==> config.mk <==
export PLATFORM = sky130hd
export DESIGN_NAME = wtp_watchdog
export DESIGN_NICKNAME = d
export VERILOG_FILES = /design/src/core/wtp_pkg.sv /design/src/core/wtp_base_div.sv /design/src/core/wtp_postscale.sv /design/src/core/wtp_watchdog.sv
export SDC_FILE = /design/constraint.sdc
export NUM_CORES = 1
export LEC_CHECK = 0
export ABC_AREA = 1
export BUFFER_PORTS_ARGS = -buffer_cell sky130_fd_sc_hd__buf_4
export CAP_MARGIN = 20
export CORE_MARGIN = 5
export CORE_UTILIZATION = 45
export DETAILED_ROUTE_END_ITERATION = 8
export GPL_TIMING_DRIVEN = 0
export PLACE_DENSITY = 0.7
export SETUP_SLACK_MARGIN = 0.3
export SYNTH_ARGS = -nofsm -noshare
export SYNTH_HDL_FRONTEND = slang
export SYNTH_SLANG_ARGS = --single-unit
==> constraint.sdc <==
create_clock -name CLK -period 3.45 [get_ports CLK]
set_input_delay 0.1725 -clock CLK [delete_from_list [all_inputs] [get_ports CLK]]
set_output_delay 0.1725 -clock CLK [all_outputs]
set_load 0.02 [all_outputs]
==> src/core/wtp_pkg.sv <==
// shared constants of the postscaled watchdog block
package wtp_pkg;
	// clock and time base
	localparam int CLK_PERIOD_NS = 20; // 50 mhz system clock
	localparam int BASE_PERIOD_NS = 4_000_000; // 4 ms nominal base period
	// base period in clocks; exact division, no rounding needed
	localparam int BASE_CYCLES = BASE_PERIOD_NS / CLK_PERIOD_NS;
	// postscaler shape
	localparam int POST_WIDTH = 16; // postscaler counter width
	localparam int SEL_WIDTH = 4; // period-select field width
	localparam logic [3:0] SEL_RESET = 4'h0; // smallest tap
	// register byte offsets on the bus
	localparam logic [7:0] OFS_CONTROL = 8'h00;
	localparam logic [7:0] OFS_STATUS = 8'h04;
	localparam logic [7:0] OFS_MASK = 8'h08;
	localparam logic [7:0] OFS_STATE = 8'h0C;
	// field positions
	localparam int CTL_SOFT_EN_BIT = 0; // soft watchdog enable
	localparam int EVT_TIMEOUT_BIT = 0; // time-out event
	localparam int EVT_CLKFAIL_BIT = 1; // clock failure event
	localparam int EVT_CLEAR_BIT = 2; // clear/sleep restart event
	localparam int EVT_WIDTH = 3;
	localparam int ST_RUN_BIT = 0; // watchdog running
	localparam int ST_FLAG_BIT = 1; // time-out flag, low after time-out
	localparam int ST_OSC_BIT = 2; // rc oscillator enabled
	localparam int ST_SEL_LSB = 4; // period select copy
	localparam int ST_CNT_LSB = 16; // live postscaler count
	// values after reset
	localparam logic [7:0] CONTROL_RESET = 8'h00;
	localparam logic [2:0] EVT_RESET = 3'h0;
	localparam logic [2:0] MASK_RESET = 3'h0;
	localparam logic TIMEOUT_FLAG_RESET = 1'b1;
	localparam logic [31:0] DATA_ZERO = 32'h0000_0000;
	// ahb transfer type bit that marks an active transfer
	localparam int HTRANS_ACTIVE_BIT = 1;
endpackage : wtp_pkg

==> src/core/wtp_base_div.sv <==
// base period divider running off the internal rc oscillator clock
`timescale 1ns/10ps
module wtp_base_div #(
	parameter int BASE_CYCLES = wtp_pkg::BASE_CYCLES
) (
	// clock and reset
	input wire logic clk,
	input wire logic arst_n,
	// control
	input wire logic run,
	input wire logic clr,
	// base period expiry pulse
	output logic tick
);
	localparam int CW = $clog2(BASE_CYCLES + 1);
	localparam logic [CW-1:0] LAST = CW'(BASE_CYCLES - 1);

	typedef struct packed {
		logic [CW-1:0] cnt; // clocks into the base period
		logic tick; // one-cycle expiry
	} wtp_div_t;

	wtp_div_t s_r;
	wtp_div_t s_nxt;

	// count clocks; stopped counter sits at zero so a restart is full length
	always_comb
	begin
		s_nxt = s_r;
		s_nxt.tick = 1'b0;
		if (clr || !run)
			s_nxt.cnt = '0;
		else if (s_r.cnt == LAST)
		begin
			s_nxt.cnt = '0;
			s_nxt.tick = 1'b1;
		end
		else
			s_nxt.cnt = s_r.cnt + CW'(1);
	end

	// state register
	always_ff @(posedge clk or negedge arst_n)
	begin
		if (!arst_n)
			s_r <= '0;
		else
			s_r <= s_nxt;
	end

	assign tick = s_r.tick;
endmodule : wtp_base_div

==> src/core/wtp_postscale.sv <==
// postscaler counter with a selectable power-of-two expiry tap
`timescale 1ns/10ps
module wtp_postscale #(
	parameter int WIDTH = wtp_pkg::POST_WIDTH
) (
	// clock and reset
	input wire logic clk,
	input wire logic arst_n,
	// base ticks and control
	input wire logic tick,
	input wire logic clr,
	input wire logic [3:0] sel,
	// results
	output logic expire,
	output logic [WIDTH-1:0] count
);
	typedef struct packed {
		logic [WIDTH-1:0] cnt; // base periods seen
		logic expire; // selected tap reached
	} wtp_post_t;

	wtp_post_t s_r;
	wtp_post_t s_nxt;

	// low bits that must be all ones for a ratio of 2**sel
	function automatic logic [WIDTH-1:0] tap_mask(input logic [3:0] s);
		logic [WIDTH:0] one;
		one = (WIDTH+1)'(1);
		tap_mask = WIDTH'((one << s) - (WIDTH+1)'(1));
	endfunction : tap_mask

	// ripple count of base expiries, tapped by the select field
	always_comb
	begin
		s_nxt = s_r;
		s_nxt.expire = 1'b0;
		if (clr)
			s_nxt.cnt = '0;
		else if (tick)
		begin
			s_nxt.cnt = s_r.cnt + WIDTH'(1);
			// select field picks which tap expires
			if ((s_r.cnt & tap_mask(sel)) == tap_mask(sel))
				s_nxt.expire = 1'b1;
		end
	end

	// state register
	always_ff @(posedge clk or negedge arst_n)
	begin
		if (!arst_n)
			s_r <= '0;
		else
			s_r <= s_nxt;
	end

	assign expire = s_r.expire;
	assign count = s_r.cnt;
endmodule : wtp_postscale

==> src/core/wtp_watchdog.sv <==
// watchdog top: enables, clears, time-out reset and ahb-lite registers
// How it works
// - watchdog runs on rc oscillator, enables it
// - base period nominally 4 ms
// - 16-bit postscaler counts base expiries
// - select field muxes the expiring postscaler tap
// - periods span 4 ms to about 131 s
// - sleep, clear, clock failure clear both counters
// - soft enable bit turns watchdog on/off
// - config enable forces watchdog on
// - software cannot disable a config-enabled watchdog
// - control register read/write, enable resets 0
// - upper 31 control bits read zero
// - select codes give power-of-two ratios
`timescale 1ns/10ps
module wtp_watchdog #(
	parameter int BASE_CYCLES = wtp_pkg::BASE_CYCLES,
	parameter int POST_WIDTH = wtp_pkg::POST_WIDTH
) (
	// clock and reset
	input wire logic CLK,
	input wire logic ARST_N,
	// ahb-lite slave
	input wire logic HSEL,
	input wire logic [31:0] HADDR,
	input wire logic [1:0] HTRANS,
	input wire logic HWRITE,
	input wire logic [2:0] HSIZE,
	input wire logic [31:0] HWDATA,
	input wire logic HREADY,
	output logic [31:0] HRDATA,
	output logic HREADYOUT,
	output logic HRESP,
	// configuration word
	input wire logic CONFIG_WATCHDOG_ENABLE,
	input wire logic [3:0] PERIOD_SELECT,
	// core events, one-cycle pulses
	input wire logic SLEEP_INSTR,
	input wire logic CLEAR_WATCHDOG_INSTR,
	input wire logic PRIMARY_CLOCK_FAIL,
	input wire logic SECONDARY_CLOCK_FAIL,
	// outputs to the device
	output logic WATCHDOG_RESET,
	output logic TIMEOUT_FLAG,
	output logic INTERNAL_RC_OSC_EN,
	output logic IRQ
);
	localparam int EW = wtp_pkg::EVT_WIDTH;

	// whole block state
	typedef struct packed {
		logic soft_en; // soft watchdog enable
		logic [EW-1:0] evt; // sticky events
		logic [EW-1:0] mask; // interrupt mask
		logic wr_pend; // write data phase due
		logic [7:0] wr_ofs; // latched write offset
		logic [31:0] rdata; // read data register
		logic wdt_rst; // time-out reset pulse
		logic to_flag; // time-out flag, active low
		logic osc_en; // rc oscillator request
		logic irq; // interrupt level
	} wtp_state_t;

	wtp_state_t s_r;
	wtp_state_t s_nxt;

	// submodule wires
	logic run; // watchdog counting
	logic clr; // clear both counters
	logic tick; // base period expiry
	logic expire; // selected tap expiry
	logic [POST_WIDTH-1:0] post_cnt; // live postscaler count
	logic clk_fail; // either oscillator failed
	logic restart; // sleep or clear instruction
	logic addr_ph; // valid address phase
	logic [7:0] ofs; // address offset
	logic [EW-1:0] w1c; // bits written to clear

	// config enable overrides; soft bit only matters when it is off
	assign run = CONFIG_WATCHDOG_ENABLE | s_r.soft_en;
	assign clk_fail = PRIMARY_CLOCK_FAIL | SECONDARY_CLOCK_FAIL;
	assign restart = SLEEP_INSTR | CLEAR_WATCHDOG_INSTR;
	// a fired time-out also restarts the count for the next period
	assign clr = restart | clk_fail | s_r.wdt_rst | !run;

	// base period from the rc clock domain model
	wtp_base_div #(
		.BASE_CYCLES(BASE_CYCLES)
	) u_base (
		.clk(CLK),
		.arst_n(ARST_N),
		.run(run),
		.clr(clr),
		.tick(tick)
	);

	// 16-bit postscaler and tap mux
	wtp_postscale #(
		.WIDTH(POST_WIDTH)
	) u_post (
		.clk(CLK),
		.arst_n(ARST_N),
		.tick(tick),
		.clr(clr),
		.sel(PERIOD_SELECT),
		.expire(expire),
		.count(post_cnt)
	);

	// bus decode helpers
	assign addr_ph = HSEL & HREADY & HTRANS[wtp_pkg::HTRANS_ACTIVE_BIT];
	assign ofs = HADDR[7:0];
	assign w1c = HWDATA[EW-1:0];

	// read mux over the register map
	function automatic logic [31:0] read_word(
		input logic [7:0] a,
		input wtp_state_t s,
		input logic r,
		input logic [3:0] sel,
		input logic [POST_WIDTH-1:0] c
	);
		logic [31:0] d;
		d = wtp_pkg::DATA_ZERO;
		case (a)
			wtp_pkg::OFS_CONTROL:
				// only bit 0 exists, the rest read zero
				d[wtp_pkg::CTL_SOFT_EN_BIT] = s.soft_en;
			wtp_pkg::OFS_STATUS:
				d[EW-1:0] = s.evt;
			wtp_pkg::OFS_MASK:
				d[EW-1:0] = s.mask;
			wtp_pkg::OFS_STATE:
			begin
				d[wtp_pkg::ST_RUN_BIT] = r;
				d[wtp_pkg::ST_FLAG_BIT] = s.to_flag;
				d[wtp_pkg::ST_OSC_BIT] = s.osc_en;
				d[wtp_pkg::ST_SEL_LSB +: 4] = sel;
				d[wtp_pkg::ST_CNT_LSB +: POST_WIDTH] = c;
			end
			default:
				// unmapped offsets read zero, still okay
				d = wtp_pkg::DATA_ZERO;
		endcase
		read_word = d;
	endfunction : read_word

	// next-state logic for bus, events, flag and reset pulse
	always_comb
	begin
		s_nxt = s_r;
		// oscillator follows the enable, runs as long as the watchdog does
		s_nxt.osc_en = run;
		// time-out only counts while enabled
		s_nxt.wdt_rst = expire & run;

		// address phase: latch write, prepare read data
		s_nxt.wr_pend = 1'b0;
		if (addr_ph)
		begin
			if (HWRITE)
			begin
				s_nxt.wr_pend = 1'b1;
				s_nxt.wr_ofs = ofs;
			end
			else
				s_nxt.rdata = read_word(ofs, s_r, run, PERIOD_SELECT,
					post_cnt);
		end

		// data phase: apply write
		if (s_r.wr_pend)
		begin
			case (s_r.wr_ofs)
				wtp_pkg::OFS_CONTROL:
					s_nxt.soft_en = HWDATA[wtp_pkg::CTL_SOFT_EN_BIT];
				wtp_pkg::OFS_STATUS:
					s_nxt.evt = s_r.evt & ~w1c;
				wtp_pkg::OFS_MASK:
					s_nxt.mask = w1c;
				default:
					// read-only or unmapped: write ignored
					s_nxt.soft_en = s_r.soft_en;
			endcase
		end

		// sticky events applied after clears, so a set wins
		if (s_r.wdt_rst)
			s_nxt.evt[wtp_pkg::EVT_TIMEOUT_BIT] = 1'b1;
		if (clk_fail)
			s_nxt.evt[wtp_pkg::EVT_CLKFAIL_BIT] = 1'b1;
		if (restart)
			s_nxt.evt[wtp_pkg::EVT_CLEAR_BIT] = 1'b1;

		// time-out flag: restart sets it, a time-out clears it and wins
		if (restart)
			s_nxt.to_flag = 1'b1;
		if (expire & run)
			s_nxt.to_flag = 1'b0;

		// level interrupt from unmasked sticky bits
		s_nxt.irq = |(s_nxt.evt & s_nxt.mask);
	end

	// state register; the reset pulse itself does not reset this block,
	// the device reset tree decides what it resets
	always_ff @(posedge CLK or negedge ARST_N)
	begin
		if (!ARST_N)
		begin
			s_r.soft_en <= wtp_pkg::CONTROL_RESET[0];
			s_r.evt <= wtp_pkg::EVT_RESET;
			s_r.mask <= wtp_pkg::MASK_RESET;
			s_r.wr_pend <= 1'b0;
			s_r.wr_ofs <= wtp_pkg::OFS_CONTROL;
			s_r.rdata <= wtp_pkg::DATA_ZERO;
			s_r.wdt_rst <= 1'b0;
			s_r.to_flag <= wtp_pkg::TIMEOUT_FLAG_RESET;
			s_r.osc_en <= 1'b0;
			s_r.irq <= 1'b0;
		end
		else
			s_r <= s_nxt;
	end

	// outputs from flops, HREADYOUT and HRESP tied off; zero wait states, always okay
	assign HRDATA = s_r.rdata;
	assign HREADYOUT = 1'b1;
	assign HRESP = 1'b0;
	assign WATCHDOG_RESET = s_r.wdt_rst;
	assign TIMEOUT_FLAG = s_r.to_flag;
	assign INTERNAL_RC_OSC_EN = s_r.osc_en;
	assign IRQ = s_r.irq;
endmodule : wtp_watchdog

After elaboration in Yosys (flattened, before gate mapping) --
Cells that the tools add are included.
Cells by class: add/subtract/negate cells 3, reduce and logical (&&, ||, !) cells 10, muxes and demuxes 23, equal/unequal tests 7, bitwise operators 14, shift operators 1
Operators by type and width (number):
- 41-bit two-way mux | 1
- 18-bit two-way mux | 2
- 16-bit two-way mux | 2
- 32-bit two-way mux | 1
- 8-bit by 4-bit == test with 1-bit output (second input constant) | 3
- 18-bit by 1-bit adder with 18-bit output (second input constant) | 1
- 18-bit == test (second input constant) | 1
- 17-bit two-way mux | 1
- 16-bit by 1-bit adder with 16-bit output (second input constant) | 1
- 16-bit bitwise AND | 1
- 16-bit == test | 1
- 8-bit by 3-bit == test with 1-bit output (second input constant) | 2
- 8-bit zero test | 2
- 1-bit by 4-bit left shift with 16-bit output (first input constant) | 1
- 16-bit by 1-bit subtractor with 16-bit output (second input constant) | 1
- 1-bit two-way mux | 9
- 9-bit two-way mux | 1
- 3-bit bitwise AND | 2
- 3-bit two-way mux | 2
- 6-bit two-way mux | 1
- 1-bit bitwise OR | 6
- 2-bit case mux with 3 select lines | 1
- 2-bit AND reduction | 3
- 4-bit two-way mux | 1
- 8 further kinds | 11
Storage, ports and cells: word-level logic and storage cells 72, bits of input ports 83, flip-flop bits (word level) 79, output and inout port bits 38

Logic depth before layout (Yosys ltp) --
depth after elaboration 7, mapped depth 13, depth with buffers taken out 11

By module --
Synthesis repeated with hierarchy kept, for this count alone.
Second synthesis, totals: cells, all modules 596, area total of the unflattened synthesis 4585.6 µm²
By module, submodules not included:
- wtp_watchdog | sequential area each 1077.3 µm², area each 2292.2 µm², cells each 270, times used 1
- wtp_postscale | sequential area each 425.4 µm², area each 1233.7 µm², cells each 183, times used 1
- wtp_base_div | sequential area each 475.5 µm², area each 1059.8 µm², cells each 143, times used 1

Least setup slack after synthesis --
OpenSTA, ideal clock, no wires.
path type in2reg, from in PERIOD_SELECT[3], to reg u_post.s_r (netlist bit u_post.expire), data required time 3331 ps, arrival time 1362 ps, setup slack 1969 ps, library setup time 119 ps, buffers on the path 1, stages on the path 11, path through buf_4 -> nor2_2 -> nand2_1 -> ha_1 -> or2_2 -> nand3_1 -> nor2_1 -> nand3_1 -> nor2_1 -> nand3_1 -> nor2_1
RTL lines:
- start, declared | RTL line wtp_watchdog.sv:36 | input wire logic [3:0] PERIOD_SELECT,
- end signal, assigned | RTL line wtp_postscale.sv:54 | s_r <= s_nxt;
- end, declared | RTL line wtp_postscale.sv:22 | wtp_post_t s_r;

==> results.ini <==
[status]
outcome=complete, no violations

[worst_setup_path]
rrSetupSlack_ns=1.76
cp.required_ns=3.69
worst_ep_arrival_time_ns=1.93
cpMaxStageDelayCell=dfrtp_1
cp_cell_sequence=ha_1 -> nand3_1 -> nor2_1 -> nand2_1 -> inv_1 -> nand4_1 -> nand2_2 -> a21oi_1
r2r_end=u_base.s_r[17]
critPathKind=register to register
cp-end-kind=register
reg2reg_depth=8
timing.rr.start=u_base.s_r[1]
cp_max_fo=9
cp-startpoint=u_base.s_r[1]
cpPeakStageDelay_ns=0.43
start_kind=register

[hold_path]
hold_end=s_r[39]
hp-class=input pin to register
hp-start=HADDR[3]
holdPathStages=3

[timing]
report.final.setup_viol=0
rsz0062_at_grt=no
max_slew_margin=0.660
drv_slew=0
finalCritPeriodShare=0.491
tightest_slew_ns=0.505
min_period_ns=1.69
fin_skew_ns=0.0103
setup_slack_ns=1.76
timing.fmax_mhz=591
worst_hold_slack_ns=0.0842
fin_setup_tns_ns=0
final_hold_viol_count=0

[floorplanning]
pin_count=121
die_area_um2=11900
die_h_um=109
start_util=0.456
num_rows=36
die_x_um=109
core_um2=9640

[cts]
cts_tree=yes
clk_latency_ns=0.36
cts.sink_count=79
cts.repair.resized=0
cts_made_buffers=9
cts_max_path_buffers=2
htreeDepth=3
cts_root_buf=clkbuf_8
clk_pin_slew_ns=0.08

[placed_design]
place.gp.congestion=0.897
hpwlAfterDp_um=7550
dpl_worst_slack_ns=1.66
port_buffers=51

[drt]
routed_via_density=4.88
drc=0
routed_wl_um=9880
num_vias=3830
firstDrtPassIters=5
postRouteAntennaNets=0
drt_iter0_markers=269
wl_per_cell_um=12.6

[job]
max_cap_violations=0

[finish]
area_growth_pct=18.4
final_common_cell=nand2_1
nets=733
n_antenna_cell=0
drive_gt1_frac=0.210
final_cell_mix=nand2_1 (135), buf_4 (86), dfrtp_1 (78)

[global_routing]
grt_pass1_vias=3728
antenna_found_initial=0
grtUsageTotal=0.180
grt_first_pass_wirelength_um=17100
grt-ovfl-total=0
grt_max_degree=80

[yosys]
synth_area_um2=4400
synth_cell_types=34
synth-seq-cells=79
ys_seq_area_frac=0.450
synthCells=574
synth_warnings=0
synth.avg_cell_area_um2=7.66

[pwr]
p_leak_nw=2.56
power_density_nw_per_um2=360
ir_drop_mv=0.244

## Yosys cell counts
library cell  count  area [µm²]
nor3_4            3        48.8
xor2_1            4        35.0
dfstp_2           1        26.3
nand2_2           5        31.3
buf_2             2        10.0
o21ai_1           8        40.0
nor4_1            5        31.3
nor3_1           16        80.1
nand2_1         135         507
a21oi_1          18        90.1
dfrtp_1          78        1950
conb_1            2        7.51
buf_6             1        11.3
nor2_1           68         255
ha_1              3        37.5
o21a_1            1        7.51
clkbuf_8          1        13.8
clkbuf_1          4        15.0
nor2_2            6        37.5
or2_2             2        12.5
o21bai_1          1        7.51
inv_1            67         251
inv_2             3        11.3
nor3_2            2        20.0
nand2_4           1        11.3
nand4_1          20         125
buf_4            35         263
nor2_4            3        33.8
o211ai_1          1        7.51
nand3_1          43         215
xnor2_1           3        26.3
o21ai_0          28         140
o21ai_2           3        26.3
nand3_2           1        10.0
## sequential cells by signal, indices dropped and copies added (netlist names)
register and flops:
INTERNAL_RC_OSC_EN 1, s_r 16, TIMEOUT_FLAG 1, HRDATA 23, IRQ 1, WATCHDOG_RESET 1, u_post.count 16, u_base.tick 1
u_base.s_r 18, u_post.expire 1
## where the power goes
part | internal [mW] | switching [mW]
clock network | 0.334 | 0.359
logic | 0.0738 | 0.122
registers | 0.961 | 0.0223
## per-layer routing
| metal | vias to the layer above | GRT usage | wire, µm |
|---|---|---|---|
| met5 | - | 0 | 0 |
| met4 | 0 | 0.0559 | 99 |
| met3 | 10 | 0.0308 | 520 |
| met2 | 91 | 0.307 | 4870 |
| met1 | 1781 | 0.232 | 4390 |
| li1 | 1948 | - | - |
## worst max-delay path by stage
| stage | endpoint | slack (ns) | depth (start not counted) |
|---|---|---|---|
| finish | u_base.s_r[17] | 1.76 | 8 |
| global route | u_base.s_r[6] | 1.58 | 8 |
| CTS | u_base.s_r[17] | 1.72 | 8 |
| detailed placement | u_post.expire | 1.66 | 12 |
| global placement | u_post.expire | 1.72 | 12 |
| floorplan | u_post.expire | 1.97 | 11 |
## critical path: cells and delay by family (launching register included)
kind                       cells  cell delay, ns
adders and majority gates      1            0.21
AOI/OAI and AO/OA              1            0.07
buffers and inverters          1            0.13
and+or+nand+nor                5            0.73
DFF                            1            0.43
## cell families (layout without fill, tap and decap cells)
group,Yosys count,in the layout,share of synthesized area
adder cells (fa/ha/maj),3,3,0.00854
AND/OR/NAND/NOR,310,310,0.323
other,2,11,0.00171
buffers and inverters,113,182,0.131
XOR/XNOR,7,7,0.0139
AO/OA/AOI/OAI,60,60,0.0725
flip-flops,79,79,0.450
## repair_timing
item / CTS / global route
buffers inserted: 0 / 0
hold endpoints to repair: 0 / 36
hold buffers: 0 / 1
## cell type report
cell class              instances  area [µm²]
repair buffers                 53         413
inverters                      70         263
multi-input cells             391        1880
well taps                     133         166
clock inverters                 7        71.3
plain buffers                  43         313
clock buffers                   9         124
flip-flops and latches         79        1980
fillers                       936        4430
## stage by stage
stage,std cells,instance area [µm²],utilization,power (mW)
final,785,5210,0.540,1.87
after global routing,785,5210,0.540,1.97
after CTS,783,5180,0.537,1.89
after detailed placement,767,4980,0.517,1.19
after global placement,767,4980,0.517,1.19
after floorplan,583,4430,-,1.12
(Power assumes the default switching activity.)
